--- src/core/buck_cfg_defines.svh ---
// constants of the converter configuration register bank
// Function
// [RQ1] The frequency field D[7:5] of control_settings_a selects 2.2, 2, 1.67, 1.25 (default), 1.11 or 0.85 MHz.
// [RQ2] Host software never writes the frequency codes 011 or 111.
// [RQ3] The speed field D[4:3] selects ultra-fast, fast (default), normal or slow transient response.
// [RQ4] With window_both_sides at 0 power-ok reacts only to undervoltage, at 1 to both directions.
// [RQ5] With input_overvoltage_disable at 0 the converter stops on input overvoltage, at 1 it ignores it.
// [RQ6] Bit 0 of control_settings_a at 0 allows pulse-skip operation, at 1 forces continuous conduction.
// [RQ7] Every write of the trigger bit D[5] of control_settings_b launches an output transition.
// [RQ8] The discharge bit D[4] at 1 turns on the internal pull-down, at 0 leaves discharge to the load; the code turns it on only while stopped.
// [RQ9] The ramp bit D[2] sets the reference slope to 32 mV/us at 0 and 8 mV/us at 1.
// [RQ10] identity_word_a returns a fixed maker code above a fixed part type code and is read-only.
// [RQ11] identity_word_b returns a fixed revision in its low nibble; the high nibble is reserved.
// [RQ12] The host writes control_settings_b only with single-byte accesses, never in a burst.
// [RQ13] The converter runs only while both the enable pin and the register enable bit are high.
// [RQ14] Reserved bits ignore writes and read back their fixed default values.
`ifndef BUCK_CFG_DEFINES_SVH
`define BUCK_CFG_DEFINES_SVH

`define ADDR_CONTROL_A     8'h02
`define ADDR_CONTROL_B     8'h03
`define ADDR_IDENTITY_A    8'h04
`define ADDR_IDENTITY_B    8'h05

`define RESET_CONTROL_A    8'h8C
`define RESET_CONTROL_B    8'h01
`define WRITE_MASK_B       8'h34
`define IDENTITY_B_RSVD    4'h0

`define BIT_TRIGGER        5
`define BIT_DISCHARGE      4
`define BIT_SLOW_RAMP      2

`define CLK_PERIOD_PS      5000
`define FREQ_2200_KHZ      2200
`define FREQ_2000_KHZ      2000
`define FREQ_1670_KHZ      1670
`define FREQ_1250_KHZ      1250
`define FREQ_1110_KHZ      1110
`define FREQ_850_KHZ       850
`define SW_CYCLES(khz)     (1000000000 / ((khz) * `CLK_PERIOD_PS))

`define REF_STEP_UV        5000
`define SLEW_FAST_MV_US    32
`define SLEW_SLOW_MV_US    8
`define STEP_CYCLES(mvus)  ((`REF_STEP_UV * 1000) / ((mvus) * `CLK_PERIOD_PS))

`endif

--- src/core/buck_cfg_pkg.sv ---
// types shared by the converter configuration register bank
package buck_cfg_pkg;

  typedef struct packed {
    logic       wr;
    logic       rd;
    logic [7:0] addr;
    logic [7:0] wdata;
  } reg_req_type;

  typedef enum logic [2:0] {
    FREQ_2200 = 3'h0,
    FREQ_2000 = 3'h1,
    FREQ_1670 = 3'h2,
    FREQ_NONE3 = 3'h3,
    FREQ_1250 = 3'h4,
    FREQ_1110 = 3'h5,
    FREQ_850  = 3'h6,
    FREQ_NONE7 = 3'h7
  } freq_code_type;

  typedef enum logic [1:0] {
    RESP_ULTRA  = 2'h0,
    RESP_FAST   = 2'h1,
    RESP_NORMAL = 2'h2,
    RESP_SLOW   = 2'h3
  } response_type;

  typedef struct packed {
    freq_code_type freq;
    response_type  response;
    logic          window_both_sides;
    logic          input_overvoltage_disable;
    logic          force_continuous;
  } ctrl_a_type;

  typedef struct packed {
    logic         run;
    logic         pulse_skip_operation;
    logic         discharge_on;
    logic         slow_ramp;
    response_type response;
  } converter_ctrl_type;

  typedef enum logic [0:0] {
    RAMP_IDLE = 1'b0,
    RAMP_RUN  = 1'b1
  } ramp_state_type;

endpackage

--- src/core/buck_converter_config_regs.sv ---
// configuration and identity register bank of the step-down converter
`include "buck_cfg_defines.svh"

module buck_converter_config_regs
  import buck_cfg_pkg::*;
#(
  parameter logic [3:0] MAKER_CODE       = 4'hA,  // arbitrary value
  parameter logic [3:0] PART_TYPE_CODE   = 4'h5,  // arbitrary value
  parameter logic [3:0] SILICON_REVISION = 4'h3   // arbitrary value
) (
  input  wire logic               clk,
  input  wire logic               resetn,
  input  wire reg_req_type        reg_req,
  output logic [7:0]              rdata,
  output logic                    rd_valid,
  input  wire logic               enable_pin,
  input  wire logic               enable_bit,
  input  wire logic               vin_over_max,
  input  wire logic               vout_below,
  input  wire logic               vout_above,
  input  wire logic [6:0]         ramp_steps,
  output converter_ctrl_type      conv_ctrl,
  output logic                    sw_tick,
  output logic                    transition_start,
  output logic                    ref_step,
  output logic                    ramp_busy,
  input  wire logic               power_ok_output_i,
  output logic                    power_ok_output_o,
  output logic                    power_ok_output_oe,
  output logic                    power_ok_seen
);

  localparam logic [7:0] SW_2200  = 8'(`SW_CYCLES(`FREQ_2200_KHZ));
  localparam logic [7:0] SW_2000  = 8'(`SW_CYCLES(`FREQ_2000_KHZ));
  localparam logic [7:0] SW_1670  = 8'(`SW_CYCLES(`FREQ_1670_KHZ));
  localparam logic [7:0] SW_1250  = 8'(`SW_CYCLES(`FREQ_1250_KHZ));
  localparam logic [7:0] SW_1110  = 8'(`SW_CYCLES(`FREQ_1110_KHZ));
  localparam logic [7:0] SW_850   = 8'(`SW_CYCLES(`FREQ_850_KHZ));
  localparam logic [7:0] STEP_FAST = 8'(`STEP_CYCLES(`SLEW_FAST_MV_US));
  localparam logic [7:0] STEP_SLOW = 8'(`STEP_CYCLES(`SLEW_SLOW_MV_US));

  // reset release through two flops
  logic [1:0] rst_sync_reg;
  logic       rst_n;
  always_ff @(posedge clk or negedge resetn) begin
    if (!resetn) rst_sync_reg <= 2'h0;
    else         rst_sync_reg <= {rst_sync_reg[0], 1'b1};
  end
  assign rst_n = rst_sync_reg[1];

  // register access decode
  wire sel_a  = reg_req.addr == `ADDR_CONTROL_A;
  wire sel_b  = reg_req.addr == `ADDR_CONTROL_B;
  wire sel_ia = reg_req.addr == `ADDR_IDENTITY_A;
  wire sel_ib = reg_req.addr == `ADDR_IDENTITY_B;
  wire wr_a   = reg_req.wr && sel_a;
  wire wr_b   = reg_req.wr && sel_b;
  wire go_wr  = wr_b && reg_req.wdata[`BIT_TRIGGER];  // RQ7

  logic [7:0] ctrl_a_reg;
  logic [7:0] ctrl_b_reg;
  ctrl_a_type ctrl_a;
  assign ctrl_a = ctrl_a_type'(ctrl_a_reg);

  // reserved bits of the second control register keep their default
  wire [7:0] ctrl_b_next = (reg_req.wdata & `WRITE_MASK_B) |
                           (`RESET_CONTROL_B & ~`WRITE_MASK_B);  // RQ14

  always_ff @(posedge clk or negedge rst_n) begin
    if (!rst_n) begin
      ctrl_a_reg <= `RESET_CONTROL_A;
      ctrl_b_reg <= `RESET_CONTROL_B;
    end else begin
      if (wr_a) ctrl_a_reg <= reg_req.wdata;
      if (wr_b) ctrl_b_reg <= ctrl_b_next;
    end
  end

  // identity words are constants; writes to them fall on nothing
  wire [7:0] id_a = {MAKER_CODE, PART_TYPE_CODE};              // RQ10
  wire [7:0] id_b = {`IDENTITY_B_RSVD, SILICON_REVISION};      // RQ11

  wire [7:0] rd_mux = sel_a  ? ctrl_a_reg :
                      sel_b  ? ctrl_b_reg :
                      sel_ia ? id_a :
                      sel_ib ? id_b : 8'h00;

  always_ff @(posedge clk or negedge rst_n) begin
    if (!rst_n) begin
      rdata    <= 8'h00;
      rd_valid <= 1'b0;
    end else begin
      rd_valid <= reg_req.rd;
      if (reg_req.rd) rdata <= rd_mux;
    end
  end

  // converter control
  wire ovp_trip = vin_over_max && !ctrl_a.input_overvoltage_disable;  // RQ5
  wire run      = enable_pin && enable_bit && !ovp_trip;             // RQ13
  wire slow     = ctrl_b_reg[`BIT_SLOW_RAMP];
  // pull-down only while stopped, so it never fights the power stage
  wire dis_on   = ctrl_b_reg[`BIT_DISCHARGE] && !run;                // RQ8

  always_ff @(posedge clk or negedge rst_n) begin
    if (!rst_n) begin
      conv_ctrl <= '0;
    end else begin
      conv_ctrl.run                  <= run;
      conv_ctrl.pulse_skip_operation <= run && !ctrl_a.force_continuous;  // RQ6
      conv_ctrl.discharge_on         <= dis_on;
      conv_ctrl.slow_ramp            <= slow;                            // RQ9
      conv_ctrl.response             <= ctrl_a.response;                 // RQ3
    end
  end

  // switching period; the two unassigned codes fall back to the default rate
  logic [7:0] sw_period;
  always_comb begin
    case (ctrl_a.freq)                                                   // RQ1
      FREQ_2200: sw_period = SW_2200;
      FREQ_2000: sw_period = SW_2000;
      FREQ_1670: sw_period = SW_1670;
      FREQ_1250: sw_period = SW_1250;
      FREQ_1110: sw_period = SW_1110;
      FREQ_850:  sw_period = SW_850;
      default:   sw_period = SW_1250;
    endcase
  end

  logic [7:0] sw_cnt_reg;
  wire        sw_wrap = sw_cnt_reg >= sw_period - 8'h01;
  always_ff @(posedge clk or negedge rst_n) begin
    if (!rst_n) begin
      sw_cnt_reg <= 8'h00;
      sw_tick    <= 1'b0;
    end else begin
      sw_cnt_reg <= (!run || sw_wrap) ? 8'h00 : sw_cnt_reg + 8'h01;
      sw_tick    <= run && sw_wrap;
    end
  end

  // reference ramp: one step each step period, ramp_steps steps per transition
  ramp_state_type ramp_state_reg;
  ramp_state_type ramp_state_next;
  logic [7:0]     step_cnt_reg;
  logic [6:0]     steps_left_reg;
  wire [7:0]      step_period = slow ? STEP_SLOW : STEP_FAST;          // RQ9
  wire            step_due    = step_cnt_reg >= step_period - 8'h01;
  wire            last_step   = step_due && steps_left_reg <= 7'h01;

  always_comb begin
    case (ramp_state_reg)
      RAMP_IDLE: ramp_state_next = (go_wr && ramp_steps != 7'h00) ? RAMP_RUN : RAMP_IDLE;
      RAMP_RUN:  ramp_state_next = (last_step && !go_wr) ? RAMP_IDLE : RAMP_RUN;
      default:   ramp_state_next = RAMP_IDLE;
    endcase
  end

  always_ff @(posedge clk or negedge rst_n) begin
    if (!rst_n) begin
      ramp_state_reg   <= RAMP_IDLE;
      step_cnt_reg     <= 8'h00;
      steps_left_reg   <= 7'h00;
      transition_start <= 1'b0;
      ref_step         <= 1'b0;
    end else begin
      ramp_state_reg   <= ramp_state_next;
      transition_start <= go_wr;                                        // RQ7
      ref_step         <= ramp_state_reg == RAMP_RUN && step_due && !go_wr;
      if (go_wr) begin
        step_cnt_reg   <= 8'h00;
        steps_left_reg <= ramp_steps;
      end else if (ramp_state_reg == RAMP_RUN) begin
        step_cnt_reg   <= step_due ? 8'h00 : step_cnt_reg + 8'h01;
        if (step_due) steps_left_reg <= steps_left_reg - 7'h01;
      end
    end
  end
  assign ramp_busy = ramp_state_reg == RAMP_RUN;

  // power-ok, open drain: driven low while out of window or stopped
  wire pok = run && !vout_below && !(ctrl_a.window_both_sides && vout_above);  // RQ4
  logic pok_reg;
  always_ff @(posedge clk or negedge rst_n) begin
    if (!rst_n) pok_reg <= 1'b0;
    else        pok_reg <= pok;
  end
  assign power_ok_output_o  = 1'b0;
  assign power_ok_output_oe = !pok_reg;
  assign power_ok_seen      = power_ok_output_i;

  // cycles since the last switching tick; all ones until a clean tick has been seen
  logic [8:0] tick_age_reg;
  always_ff @(posedge clk or negedge rst_n) begin
    if (!rst_n) begin
      tick_age_reg <= 9'h1FF;
    end else if (wr_a || !run) begin
      tick_age_reg <= 9'h1FF;
    end else if (sw_tick) begin
      tick_age_reg <= 9'h000;
    end else if (tick_age_reg != 9'h1FF) begin
      tick_age_reg <= tick_age_reg + 9'h001;
    end
  end

  // cycles since the last reference step; a control_settings_b write or an idle ramp drops the reference
  logic [8:0] step_age_reg;
  always_ff @(posedge clk or negedge rst_n) begin
    if (!rst_n) begin
      step_age_reg <= 9'h1FF;
    end else if (go_wr || wr_b || !ramp_busy) begin
      step_age_reg <= 9'h1FF;
    end else if (ref_step) begin
      step_age_reg <= 9'h000;
    end else if (step_age_reg != 9'h1FF) begin
      step_age_reg <= step_age_reg + 9'h001;
    end
  end
  // 5 mV per step at 8 or 32 mV/us on a 5 ns clock
  wire [8:0] step_age_due = slow ? 9'h07C : 9'h01E;

  // checks
  AST_FREQ_DEFAULT: assert property (@(posedge clk) disable iff (!rst_n)  // RQ1
    (ctrl_a.freq == FREQ_1250 && tick_age_reg <= 9'h09F &&
     (sw_tick || tick_age_reg == 9'h09F)) |-> (sw_tick && tick_age_reg == 9'h09F))
    else $error("default switching period is not 160 cycles");
  AST_RESPONSE: assert property (@(posedge clk) disable iff (!rst_n)  // RQ3
    wr_a |=> ##1 conv_ctrl.response == $past(reg_req.wdata[4:3], 2))
    else $error("response speed does not follow the written field");
  AST_WINDOW: assert property (@(posedge clk) disable iff (!rst_n)  // RQ4
    (run && vout_above && !vout_below && !ctrl_a.window_both_sides) |=> !power_ok_output_oe)
    else $error("overshoot pulled power-ok with one-sided window");
  AST_WINDOW_BOTH: assert property (@(posedge clk) disable iff (!rst_n)  // RQ4
    (vout_above && ctrl_a.window_both_sides) |=> power_ok_output_oe)
    else $error("overshoot not flagged with two-sided window");
  AST_OVP: assert property (@(posedge clk) disable iff (!rst_n)  // RQ5
    (vin_over_max && !ctrl_a.input_overvoltage_disable) |=> !conv_ctrl.run)
    else $error("converter kept running through input overvoltage");
  AST_PULSE_SKIP: assert property (@(posedge clk) disable iff (!rst_n)  // RQ6
    (run && !ctrl_a.force_continuous) |=> conv_ctrl.pulse_skip_operation)
    else $error("pulse skip not enabled");
  AST_GO: assert property (@(posedge clk) disable iff (!rst_n)  // RQ7
    (reg_req.wr && reg_req.addr == `ADDR_CONTROL_B && reg_req.wdata[5]) |=> transition_start)
    else $error("trigger write did not launch a transition");
  AST_DISCHARGE: assert property (@(posedge clk) disable iff (!rst_n)  // RQ8
    (ctrl_b_reg[4] && !run) |=> conv_ctrl.discharge_on)
    else $error("discharge not enabled while stopped");
  AST_SLOW_STEP: assert property (@(posedge clk) disable iff (!rst_n)  // RQ9
    (ref_step && slow && ramp_busy && !go_wr) |-> ##1 (!ref_step [*8]))
    else $error("slow ramp stepped too early");
  AST_ID_A: assert property (@(posedge clk) disable iff (!rst_n)  // RQ10
    (reg_req.rd && sel_ia) |=> rdata == {MAKER_CODE, PART_TYPE_CODE})
    else $error("identity word a wrong");
  AST_ID_B: assert property (@(posedge clk) disable iff (!rst_n)  // RQ11
    (reg_req.rd && sel_ib) |=> rdata[7:4] == 4'h0 && rdata[3:0] == SILICON_REVISION)
    else $error("identity word b wrong");
  AST_ENABLE: assert property (@(posedge clk) disable iff (!rst_n)  // RQ13
    (!enable_pin || !enable_bit) |=> !conv_ctrl.run)
    else $error("converter runs with an enable low");
  AST_RSVD_B: assert property (@(posedge clk) disable iff (!rst_n)  // RQ14
    (ctrl_b_reg & ~`WRITE_MASK_B) == (`RESET_CONTROL_B & ~`WRITE_MASK_B))
    else $error("reserved bits of control b changed");
  AST_STEP_PERIOD: assert property (@(posedge clk) disable iff (!rst_n)  // RQ9
    (step_age_reg <= step_age_due && (ref_step || step_age_reg == step_age_due))
    |-> (ref_step && step_age_reg == step_age_due))
    else $error("reference step period differs from the slew rate");
  AST_RD_VALID: assert property (@(posedge clk) disable iff (!rst_n)  // RQ14
    reg_req.rd |=> rd_valid)
    else $error("read not answered in the next cycle");
  AST_RD_IDLE: assert property (@(posedge clk) disable iff (!rst_n)  // RQ14
    !reg_req.rd |=> !rd_valid)
    else $error("read valid without a read");
  AST_RD_CTRL_A: assert property (@(posedge clk) disable iff (!rst_n)  // RQ1
    (reg_req.rd && sel_a) |=> rdata == $past(ctrl_a_reg))
    else $error("control a read back wrong");
  AST_RD_UNMAPPED: assert property (@(posedge clk) disable iff (!rst_n)  // RQ14
    (reg_req.rd && !(sel_a || sel_b || sel_ia || sel_ib)) |=> rdata == 8'h00)
    else $error("unmapped read not zero");
  AST_ID_RO: assert property (@(posedge clk) disable iff (!rst_n)  // RQ10
    (reg_req.wr && (sel_ia || sel_ib)) |=> $stable(ctrl_a_reg) && $stable(ctrl_b_reg))
    else $error("identity write changed a control register");
  AST_NO_GO: assert property (@(posedge clk) disable iff (!rst_n)  // RQ7
    (reg_req.wr && sel_b && !reg_req.wdata[5]) |=> !transition_start)
    else $error("transition launched without a trigger write");
  AST_STEP_IDLE: assert property (@(posedge clk) disable iff (!rst_n)  // RQ9
    !ramp_busy |=> !ref_step)
    else $error("reference step outside a ramp");
  AST_SLOW_FLAG: assert property (@(posedge clk) disable iff (!rst_n)  // RQ9
    ctrl_b_reg[2] |=> conv_ctrl.slow_ramp)
    else $error("slow ramp not passed on");
  AST_DISCHARGE_RUN: assert property (@(posedge clk) disable iff (!rst_n)  // RQ8
    conv_ctrl.run |-> !conv_ctrl.discharge_on)
    else $error("discharge on while running");
  AST_CONTINUOUS: assert property (@(posedge clk) disable iff (!rst_n)  // RQ6
    ctrl_a.force_continuous |=> !conv_ctrl.pulse_skip_operation)
    else $error("pulse skip with continuous conduction forced");
  AST_OVP_IGNORED: assert property (@(posedge clk) disable iff (!rst_n)  // RQ5
    (enable_pin && enable_bit && ctrl_a.input_overvoltage_disable) |=> conv_ctrl.run)
    else $error("converter stopped with overvoltage ignored");
  AST_RUN_ON: assert property (@(posedge clk) disable iff (!rst_n)  // RQ13
    (enable_pin && enable_bit && !vin_over_max) |=> conv_ctrl.run)
    else $error("converter off with both enables high");
  AST_OE_STOP: assert property (@(posedge clk) disable iff (!rst_n)  // RQ4
    !run |=> power_ok_output_oe)
    else $error("power ok released while stopped");

  COV_FREQ_CHANGE: cover property (@(posedge clk) disable iff (!rst_n) wr_a ##1 sw_tick);
  COV_SLOW_STEP:   cover property (@(posedge clk) disable iff (!rst_n) ref_step && slow);
  COV_RAMP_DONE:   cover property (@(posedge clk) disable iff (!rst_n) ramp_busy ##1 !ramp_busy);
  COV_OVP_TRIP:    cover property (@(posedge clk) disable iff (!rst_n) run ##1 ovp_trip);
  COV_ID_READ:     cover property (@(posedge clk) disable iff (!rst_n) reg_req.rd && sel_ia);

endmodule

--- config.mk ---
export PLATFORM = sky130hd
export DESIGN_NAME = buck_converter_config_regs
export DESIGN_NICKNAME = d
export VERILOG_FILES = /design/src/core/buck_cfg_pkg.sv /design/src/core/buck_converter_config_regs.sv
export VERILOG_INCLUDE_DIRS = /design/src /design/src/core
export SDC_FILE = /design/constraint.sdc
export NUM_CORES = 1
export LEC_CHECK = 0
export BUFFER_PORTS_ARGS = -buffer_cell sky130_fd_sc_hd__buf_2
export CAP_MARGIN = 20
export CORE_MARGIN = 5
export CORE_UTILIZATION = 56
export DETAILED_ROUTE_END_ITERATION = 8
export PLACE_DENSITY = 0.84
export RECOVER_POWER = 100
export REMOVE_ABC_BUFFERS = 1
export SETUP_SLACK_MARGIN = 0.2
export SYNTH_ARGS = -nofsm -noshare
export SYNTH_HDL_FRONTEND = slang
export SYNTH_SLANG_ARGS = --single-unit
--- constraint.sdc ---
create_clock -name clk -period 2.6 [get_ports clk]
set_clock_uncertainty 0.2 [all_clocks]
set_input_delay 0.52 -clock clk [delete_from_list [all_inputs] [get_ports clk]]
set_output_delay 0.52 -clock clk [all_outputs]
set_load 0.005 [all_outputs]
==> results of run 1 <==
-- worst register-to-register path, cell delays in order, from the launching register on --
cell	delay, ns
dfrtp_1	0.42
buf_4	0.15
ha_2	0.18
a21oi_2	0.13
ha_2	0.28
ha_1	0.27
a21o_1	0.17
a211oi_2	0.24
o211ai_1	0.13
buf_4	0.18
nor2_1	0.09
-- where the power goes --
part	switching, mW	internal (mW)
clock network	0.275	0.286
registers	0.112	0.963
logic	0.214	0.196
-- layer usage --
| layer | GRT usage | vias to the layer above |
|---|---|---|
| li1 | - | 1183 |
| met1 | 0.254 | 1161 |
| met2 | 0.337 | 81 |
| met3 | 0.0484 | 11 |
| met4 | 0.0746 | 0 |
| met5 | 0 | - |
-- path summary, 6_finish.rpt --
path | depth (start not counted) | start | to
setup / recovery | 10 | ctrl_a[6]$_DFFE_PN0P_ | sw_cnt_reg[6]$_DFF_PN0_
hold / removal | 2 | vout_below | pok_reg$_DFF_PN0_
setup reg to reg | 10 | ctrl_a[6]$_DFFE_PN0P_ | sw_cnt_reg[6]$_DFF_PN0_
hold reg to reg | 0 | rst_sync_reg[0]$_DFF_PN0_ | rst_sync_reg[1]$_DFF_PN0_
max in group asynchronous | 1 | rst_sync_reg[1]$_DFF_PN0_ | conv_ctrl[3]$_DFF_PN0_
min in group asynchronous | 0 | rst_sync_reg[1]$_DFF_PN0_ | steps_left_reg[2]$_DFFE_PN0P_
-- through the flow --
stage               area (um^2)  TNS, ns  cells
detailed placement         3450    -1.27    428
finish                     3560        0    440
CTS                        3660        0    440
floorplan                  2980        0    290
global placement           3450   -0.534    428
global route               3560   -0.173    440
-- cell type report --
type	count	area (um^2)	share of cell area
well taps	70	87.6	0.0246
flip-flops and latches	56	1410	0.395
clock inverters	2	35.0	0.00985
inverters	23	86.3	0.0243
multi-input cells	211	1490	0.419
clock buffers	6	72.6	0.0204
repair buffers	72	378	0.106
-- repair_timing --
action / CTS / global route
gates resized for setup: 19 / 5
pin swaps: 14 / 5
buffers inserted: 3 / 0
gates cloned: 0 / 0
hold endpoints to repair: 2 / 0
hold buffers: 1 / 0
endpoints found under the setup margin: 9 / 17
-- logic make-up (layout without fill, tap and decap cells) --
logic type / after synthesis / after routing
multiplexers: 14 / 14
AND/OR/NAND/NOR: 99 / 99
flip-flops: 56 / 56
XOR/XNOR: 13 / 13
buffers and inverters: 32 / 103
AO/OA/AOI/OAI: 63 / 63
other: 2 / 2
adder cells (fa/ha/maj): 20 / 20
-- cell usage in the layout (no fill, tap or decap), drive strengths merged, types with 4 or more instances in the layout --
cell type / n
a21oi: 11
nor2: 29
o211ai: 4
nand2b: 4
ha: 20
nand2: 23
buf: 49
nand3: 16
dfrtp: 53
inv: 23
mux2: 13
a21o: 5
nor2b: 4
o31ai: 4
clkbuf: 28
xor2: 11
o21ai: 17
o22ai: 7
==> run metrics, run 1 <==
floorplan row count 26; Max clock buf depth 2; GR Overflow Total 0; CP required 2.65 ns; met3 WL 387 um; GP Congestion 0.783; power per cell area 575 nW/um^2; Final #Nets 422; Slew Viols, Final 0; crit-path leading delay family adder cells; metal1 wirelength 2870 um; Worst-path clk slew 0.09 ns; Post-DP HPWL 4870 um; GRT Resource Usage Total 0.201; Yosys cell types 47; CORE AREA 5170 um^2; die area 6980 um^2; Synth top cells by count 53 x dfrtp_1, 28 x nor2_1, 23 x inv_1; Die W 83.5 um; # setup viols final 0; Design Power 2.05 mW; Clock Root Buffer clkbuf_8; H-tree depth 2; worst path bufs/invs 2; most frequent cell after synthesis dfrtp_1; max cap viols 0; post-synthesis sequential area ratio 0.464; Starting Density 0.585; layout cells sized above 1 0.243; diode count 0; Post-Syn Area per Cell 10.1 um^2; CP max FO 8; initial antenna violation count 0; area growth from synthesis to layout 17.5%; ranking of synthesized cells by area dfrtp_1 44%, ha_1 8.3%, mux2_4 4.0%; Setup crit start kind flip-flop; crit path kind reg -> reg; RSZ-0062 raised after global routing true; vias in the first global route 2479; port bufs 51; clock sink count 56; fillcell total 433; worst path cell trace buf_4 -> ha_2 -> a21oi_2 -> ha_2 -> ha_1 -> a21o_1 -> a211oi_2 -> o211ai_1 -> buf_4 -> nor2_1; Synth Cell Area 3030 um^2; Antenna Nets Post-Route 0; FMAX 399 MHz; Detailed Routing Iterations Pass 1 4; I/O pin cnt 55; WL final 6710 um; max_slew headroom 0.391; critical path's largest stage delay 0.42 ns; Worst Tran Pin Value 0.914 ns; ys async rst share 1.00; fin crit period 2.51 ns; Synth area leader dfrtp_1; met2 WL 3330 um; Post-route DRC 0; Peak VDD IR 0.000412 V; Worst R2R Setup Slack 0.09 ns; routed length per instance 15.3 um; synth warn 0; Inserted Clock Buffers 5; leakage power 1.67 nW; Synth Area in Adders 0.0826; top cell type's share of synthesized area 0.438; Post-synth top flop dfrtp_1; vias per inst 5.54; Clk Latency, worst-skew pair 0.31 ns; synthesized flop and latch total 56; Util after Layout 0.688; slowest CP cell dfrtp_1; mux contribution to synthesized area 0.0616; post-synthesis compound-gate area fraction 0.140; main combinational cell family by area after synthesis simple AND/OR/NAND/NOR gates; post-place setup slack -0.168 ns; CP Data Arrival Time 2.56 ns; vias 2436; DRT iter0 DRCs 109; top routing layer used met4; pin count of the biggest net entering global routing 42; global-route wire length before repair 11500 um; status completed; final hold violation count 0; Cells after Synth 299; Worst Slack Setup Final 0.0932 ns; Synth Area in Simple Gates 0.168; Post-synth EDFFs 0; Post-Synth XOR/XNOR Area 0.0376; critical path endpoint category flip-flop; Hold Slack 0.148 ns; CTS tree yes; Die H 83.5 um; hold crit path type in -> reg; fin crit share 0.964
(Power assumes the default switching activity.)
==> inputs of run 2 (changes only) <==
- ABC_AREA: default -> 1
==> run metrics, run 2 <==
Worst Hold Depth 2; design internal power 1.54 mW; Post-synth top flop dfrtp_1; clock sink count 56; Clock Root Buffer clkbuf_8; Final #Nets 530; DRT iter0 DRCs 176; max_slew headroom 0.107; vias per inst 5.46; floorplan row count 27; CP max FO 8; Setup crit start kind flip-flop; r2r worst-path depth 15; Post-Syn Area per Cell 7.72 um^2; pin count of the biggest net entering global routing 55; Die W 85.3 um; Layout Cell Area excl Fill 3870 um^2; Starting Density 0.576; Yosys cell types 33; most frequent cell after synthesis nand2_1; max cap viols 0; Slew Viols, Final 0; CTS tree yes; placed cell area 3520 um^2; placed insts 531; Util after Layout 0.702; vias 3002; Worst-path clk slew 0.11 ns; Sw Ratio 0.375; Post-synth EDFFs 0; GP Congestion 0.899; Antenna Nets Post-Route 0; vias in the first global route 2890; RSZ-0062 raised after global routing true; top cell type's share of synthesized area 0.418; Post-route DRC 0; global-route wire length before repair 12800 um; WL final 8030 um; Inserted Clock Buffers 5; Detailed Routing Iterations Pass 1 5; FMAX 392 MHz; Storage cell area 1410 um^2; ys async rst share 1.00; critical path endpoint category flip-flop; Final TNS setup 0 ns; CORE AREA 5510 um^2; GR Overflow Total 0; hold crit path type in -> reg; die area 7270 um^2; Max clock buf depth 2; Worst Tran Pin Value 1.34 ns; Multi-input gate area 1700 um^2; Sw Pwr 925 uW; most common cell after layout, fill and taps aside nand2_1; fin crit period 2.55 ns; area growth from synthesis to layout 21.8%; Die H 85.3 um; status completed; routed length per instance 14.6 um; ranking of synthesized cells by area dfrtp_1 42%, nand2_1 16%, ha_1 7.9%; Worst R2R Setup Slack 0.05 ns; Post-Layout Cell Count 550; Post-DP HPWL 5340 um; Cells after Synth 411; synthesized flop and latch total 56; Synth area leader dfrtp_1; Synth top cells by count 133 x nand2_1, 53 x dfrtp_1, 44 x nor2_1; sequential share of power 0.458; power per cell area 638 nW/um^2; leakage power 2.12 nW; CP required 2.64 ns; Comb power frac 0.333; fillcell total 414; initial antenna violation count 0; synth warn 0; port bufs 51; final hold violation count 0; layout cells sized above 1 0.253; # setup viols final 0; GRT Resource Usage Total 0.216; Clk pwr share 0.209; diode count 0; fin crit share 0.982; Clk Latency, worst-skew pair 0.32 ns; crit path kind reg -> reg; commonest non-fill, non-tap cells in the layout 128 x nand2_1, 52 x dfrtp_1, 49 x buf_2, 37 x inv_1, 37 x nor2_1; I/O pin cnt 55; CP Data Arrival Time 2.60 ns; Synth Cell Area 3170 um^2; H-tree depth 2; Peak VDD IR 0.000483 V; post-synthesis sequential area ratio 0.443
==> run 2: critical path: stages, from the launching register on <==
cell	delay [ns]
dfrtp_1	0.41
buf_4	0.17
ha_4	0.16
inv_2	0.06
nor2_4	0.04
o21ai_4	0.18
buf_4	0.15
nand3_2	0.04
o211ai_1	0.08
inv_1	0.07
ha_2	0.18
a21oi_2	0.12
nor2_1	0.06
nor3_2	0.21
nand3_4	0.20
nor2_1	0.14
==> run 2: cell families (layout without fill, tap and decap cells) <==
family / Yosys count / after routing / synth area share
simple gates: 235 / 235 / 0.313
flops: 56 / 56 / 0.443
buf+inv: 55 / 122 / 0.0737
compound gates: 31 / 31 / 0.0556
fa+ha+maj: 20 / 20 / 0.0789
xor+xnor: 12 / 12 / 0.0331
other cells: 2 / 2 / 0.00237
==> run 2: final cells by class <==
cell class                      count  share of cell area
Clock buffer                        6              0.0214
Clock inverter                      2             0.00356
Inverter                           45              0.0443
Multi-Input combinational cell    300               0.440
Sequential cell                    56               0.364
Tap cell                           72              0.0233
Timing Repair Buffer               69               0.103
==> run 2: per-layer routing <==
layer	GRT usage	part of all wire
met5	0	0
met4	0.0619	0.020
met3	0.0553	0.066
met2	0.375	0.50
met1	0.263	0.42
==> run 2: timing repair <==
action,4_1_cts,5_1_grt
gates resized for setup,25,23
hold endpoints to repair,2,0
setup buffers,6,4
hold buffers,1,0
setup endpoints to repair,9,9
gates cloned,0,0
pin swaps,18,19
==> run 2: power groups by stage <==
| stage | logic (mW) | clock network (mW) | registers [mW] |
|---|---|---|---|
| 2_1_floorplan | 0.586 | 0 | 1.12 |
| 3_3_place_gp | 0.747 | 0 | 1.14 |
| 3_5_place_dp | 0.781 | 0 | 1.14 |
| 4_1_cts | 0.807 | 0.521 | 1.12 |
| 5_1_grt | 0.966 | 0.566 | 1.14 |
| 6_report | 0.822 | 0.514 | 1.13 |
==> run 2: per-stage QoR <==
step	setup WS [ns]	hold slack [ns]	total power, mW
floorplan	0.144	0.0244	1.71
global placement	0.0337	0.0639	1.88
detailed placement	-0.206	0.0779	1.92
CTS	0.0451	0.0701	2.45
global route	-0.0731	0.144	2.68
finish	0.0478	0.162	2.47
==> run 2: path summary, 6_finish.rpt <==
path / startpoint / endpoint
worst max-delay path: ctrl_a[6]$_DFFE_PN0P_ / sw_cnt_reg[3]$_DFF_PN0_
min in group asynchronous: resetn / rst_sync_reg[0]$_DFF_PN0_
worst min-delay path: vout_below / pok_reg$_DFF_PN0_
worst max register to register: ctrl_a[6]$_DFFE_PN0P_ / sw_cnt_reg[3]$_DFF_PN0_
worst min register to register: rst_sync_reg[0]$_DFF_PN0_ / rst_sync_reg[1]$_DFF_PN0_
max in group asynchronous: rst_sync_reg[1]$_DFF_PN0_ / sw_cnt_reg[4]$_DFF_PN0_
==> inputs of run 3 (changes only) <==
- CORE_UTILIZATION: 56 -> 42
- PLACE_DENSITY: 0.84 -> 0.67
==> run metrics, run 3 (synthesis results as in run 2) <==
status completed; I/O pin cnt 55; Worst Slack Setup Final 0.174 ns; GP Congestion 0.804; hold crit path type reg -> async; floorplan row count 31; fillcell total 741; Post-DP HPWL 5380 um; diode count 0; FMAX 412 MHz; most common cell after layout, fill and taps aside nand2_1; leakage power 2.09 nW; # setup viols final 0; DRT iter0 DRCs 128; final hold violation count 0; Slew Viols, Final 0; H-tree depth 2; Hold Slack 0.140 ns; CP Data Arrival Time 2.48 ns; pin count of the biggest net entering global routing 28; crit path kind reg -> reg; Inserted Clock Buffers 5; Detailed Routing Iterations Pass 1 4; Design Power 2.43 mW; vias 2834; routed length per instance 13.1 um; Starting Density 0.435; fin crit share 0.933; post-place setup slack -0.103 ns; power per cell area 636 nW/um^2; CTS tree yes; GRT Resource Usage Total 0.163; r2r worst-path depth 17; max cap viols 0; commonest non-fill, non-tap cells in the layout 130 x nand2_1, 53 x dfrtp_1, 43 x nor2_1, 41 x buf_2, 38 x inv_1; vias per inst 4.94; RSZ-0062 raised after global routing true; Worst-path clk slew 0.10 ns; initial antenna violation count 0; Die W 96.9 um; die area 9390 um^2; vias in the first global route 2793; GR Overflow Total 0; CP required 2.65 ns; Worst R2R Setup Slack 0.17 ns; global-route wire length before repair 12800 um; Antenna Nets Post-Route 0; area growth from synthesis to layout 20.7%; Final #Nets 527; port bufs 51; fin crit period 2.43 ns; Peak VDD IR 0.000319 V; CP max FO 8; Post-route DRC 0; Worst Tran Pin Value 1.05 ns; layout cells sized above 1 0.194; CORE AREA 7290 um^2; critical path endpoint category flip-flop; Die H 96.9 um; WL final 7540 um; Max clock buf depth 2; clock sink count 56; Clock Root Buffer clkbuf_8; Clk Latency, worst-skew pair 0.32 ns; Setup crit start kind flip-flop; max_slew headroom 0.303
## run 3: cell count changes in the layout (fill, tap and decap cells not counted), moves of 4 or more
cell,previous run,this run
buf_2,49,41
buf_4,13,9
clkbuf_1,2,14
nand2_2,7,3
nor2_1,37,43
nor2_2,6,2
## run 3: area by class of cell
type                       count  area [um^2]  area share
inverter                      45          171      0.0448
tap                           99          124      0.0324
sequential                    56         1410       0.367
clock buffer                   7         86.3      0.0225
timing repair buffer          66          354      0.0925
clock inverter                 1         7.51     0.00196
multi-input combinational    300         1680       0.439
## run 3: final timing paths
check / start / endpoint
setup / recovery: ctrl_a[5]$_DFFE_PN0P_ / sw_cnt_reg[5]$_DFF_PN0_
hold / removal: rst_sync_reg[1]$_DFF_PN0_ / ref_step$_DFF_PN0_
setup reg to reg: ctrl_a[5]$_DFFE_PN0P_ / sw_cnt_reg[5]$_DFF_PN0_
hold reg to reg: rst_sync_reg[1]$_DFF_PN0_ / ref_step$_DFF_PN0_
max in group asynchronous: rst_sync_reg[1]$_DFF_PN0_ / ctrl_b_reg[5]$_DFFE_PN0P_
min in group clk: vout_below / pok_reg$_DFF_PN0_
## run 3: report_power, final
part           internal (mW)  total (mW)  leakage [nW]  switching (mW)
Combinational          0.324       0.805          1.32           0.480
Sequential             0.992        1.13         0.724           0.138
Clock                  0.217       0.499        0.0445           0.282
Total                   1.53        2.43          2.09           0.900
## run 3: what timing repair did
| item | in CTS | in global routing |
|---|---|---|
| pin swaps | 12 | 9 |
| buffers inserted | 6 | 0 |
| endpoints found under the hold margin | 2 | 0 |
| hold buffers | 1 | 0 |
| endpoints found under the setup margin | 9 | 9 |
| gates resized for setup | 29 | 16 |
## run 3: worst max-delay path, cell delays in order, from the launching register on
cell and delay [ns]:
dfrtp_1 0.37, inv_2 0.06, buf_6 0.13, ha_4 0.16, inv_2 0.07, nor2_4 0.04, o21ai_4 0.17, nand3_2 0.10
nand2_1 0.06, o21ai_1 0.06, ha_1 0.31, nand2_1 0.08, inv_2 0.04, nand3_2 0.06, nand3_2 0.09, nand2_2 0.10
nand3_4 0.12, nor2_2 0.14
## run 3: per-stage QoR
| step | TNS [ns] | instance area, um^2 | instances | utilization |
|---|---|---|---|---|
| 2_1_floorplan | 0 | 3110 | 401 | - |
| 3_3_place_gp | 0 | 3550 | 559 | 0.487 |
| 3_5_place_dp | -0.715 | 3550 | 559 | 0.487 |
| 4_1_cts | 0 | 3810 | 574 | 0.522 |
| 5_1_grt | -0.00930 | 3830 | 574 | 0.525 |
| 6_report | 0 | 3830 | 574 | 0.525 |
## run 3: layer usage
layer	global-route usage	vias up	routed length [um]
li1	-	1421	-
met1	0.222	1318	3560
met2	0.254	80	3480
met3	0.0309	15	321
met4	0.0691	0	174
met5	0	-	0
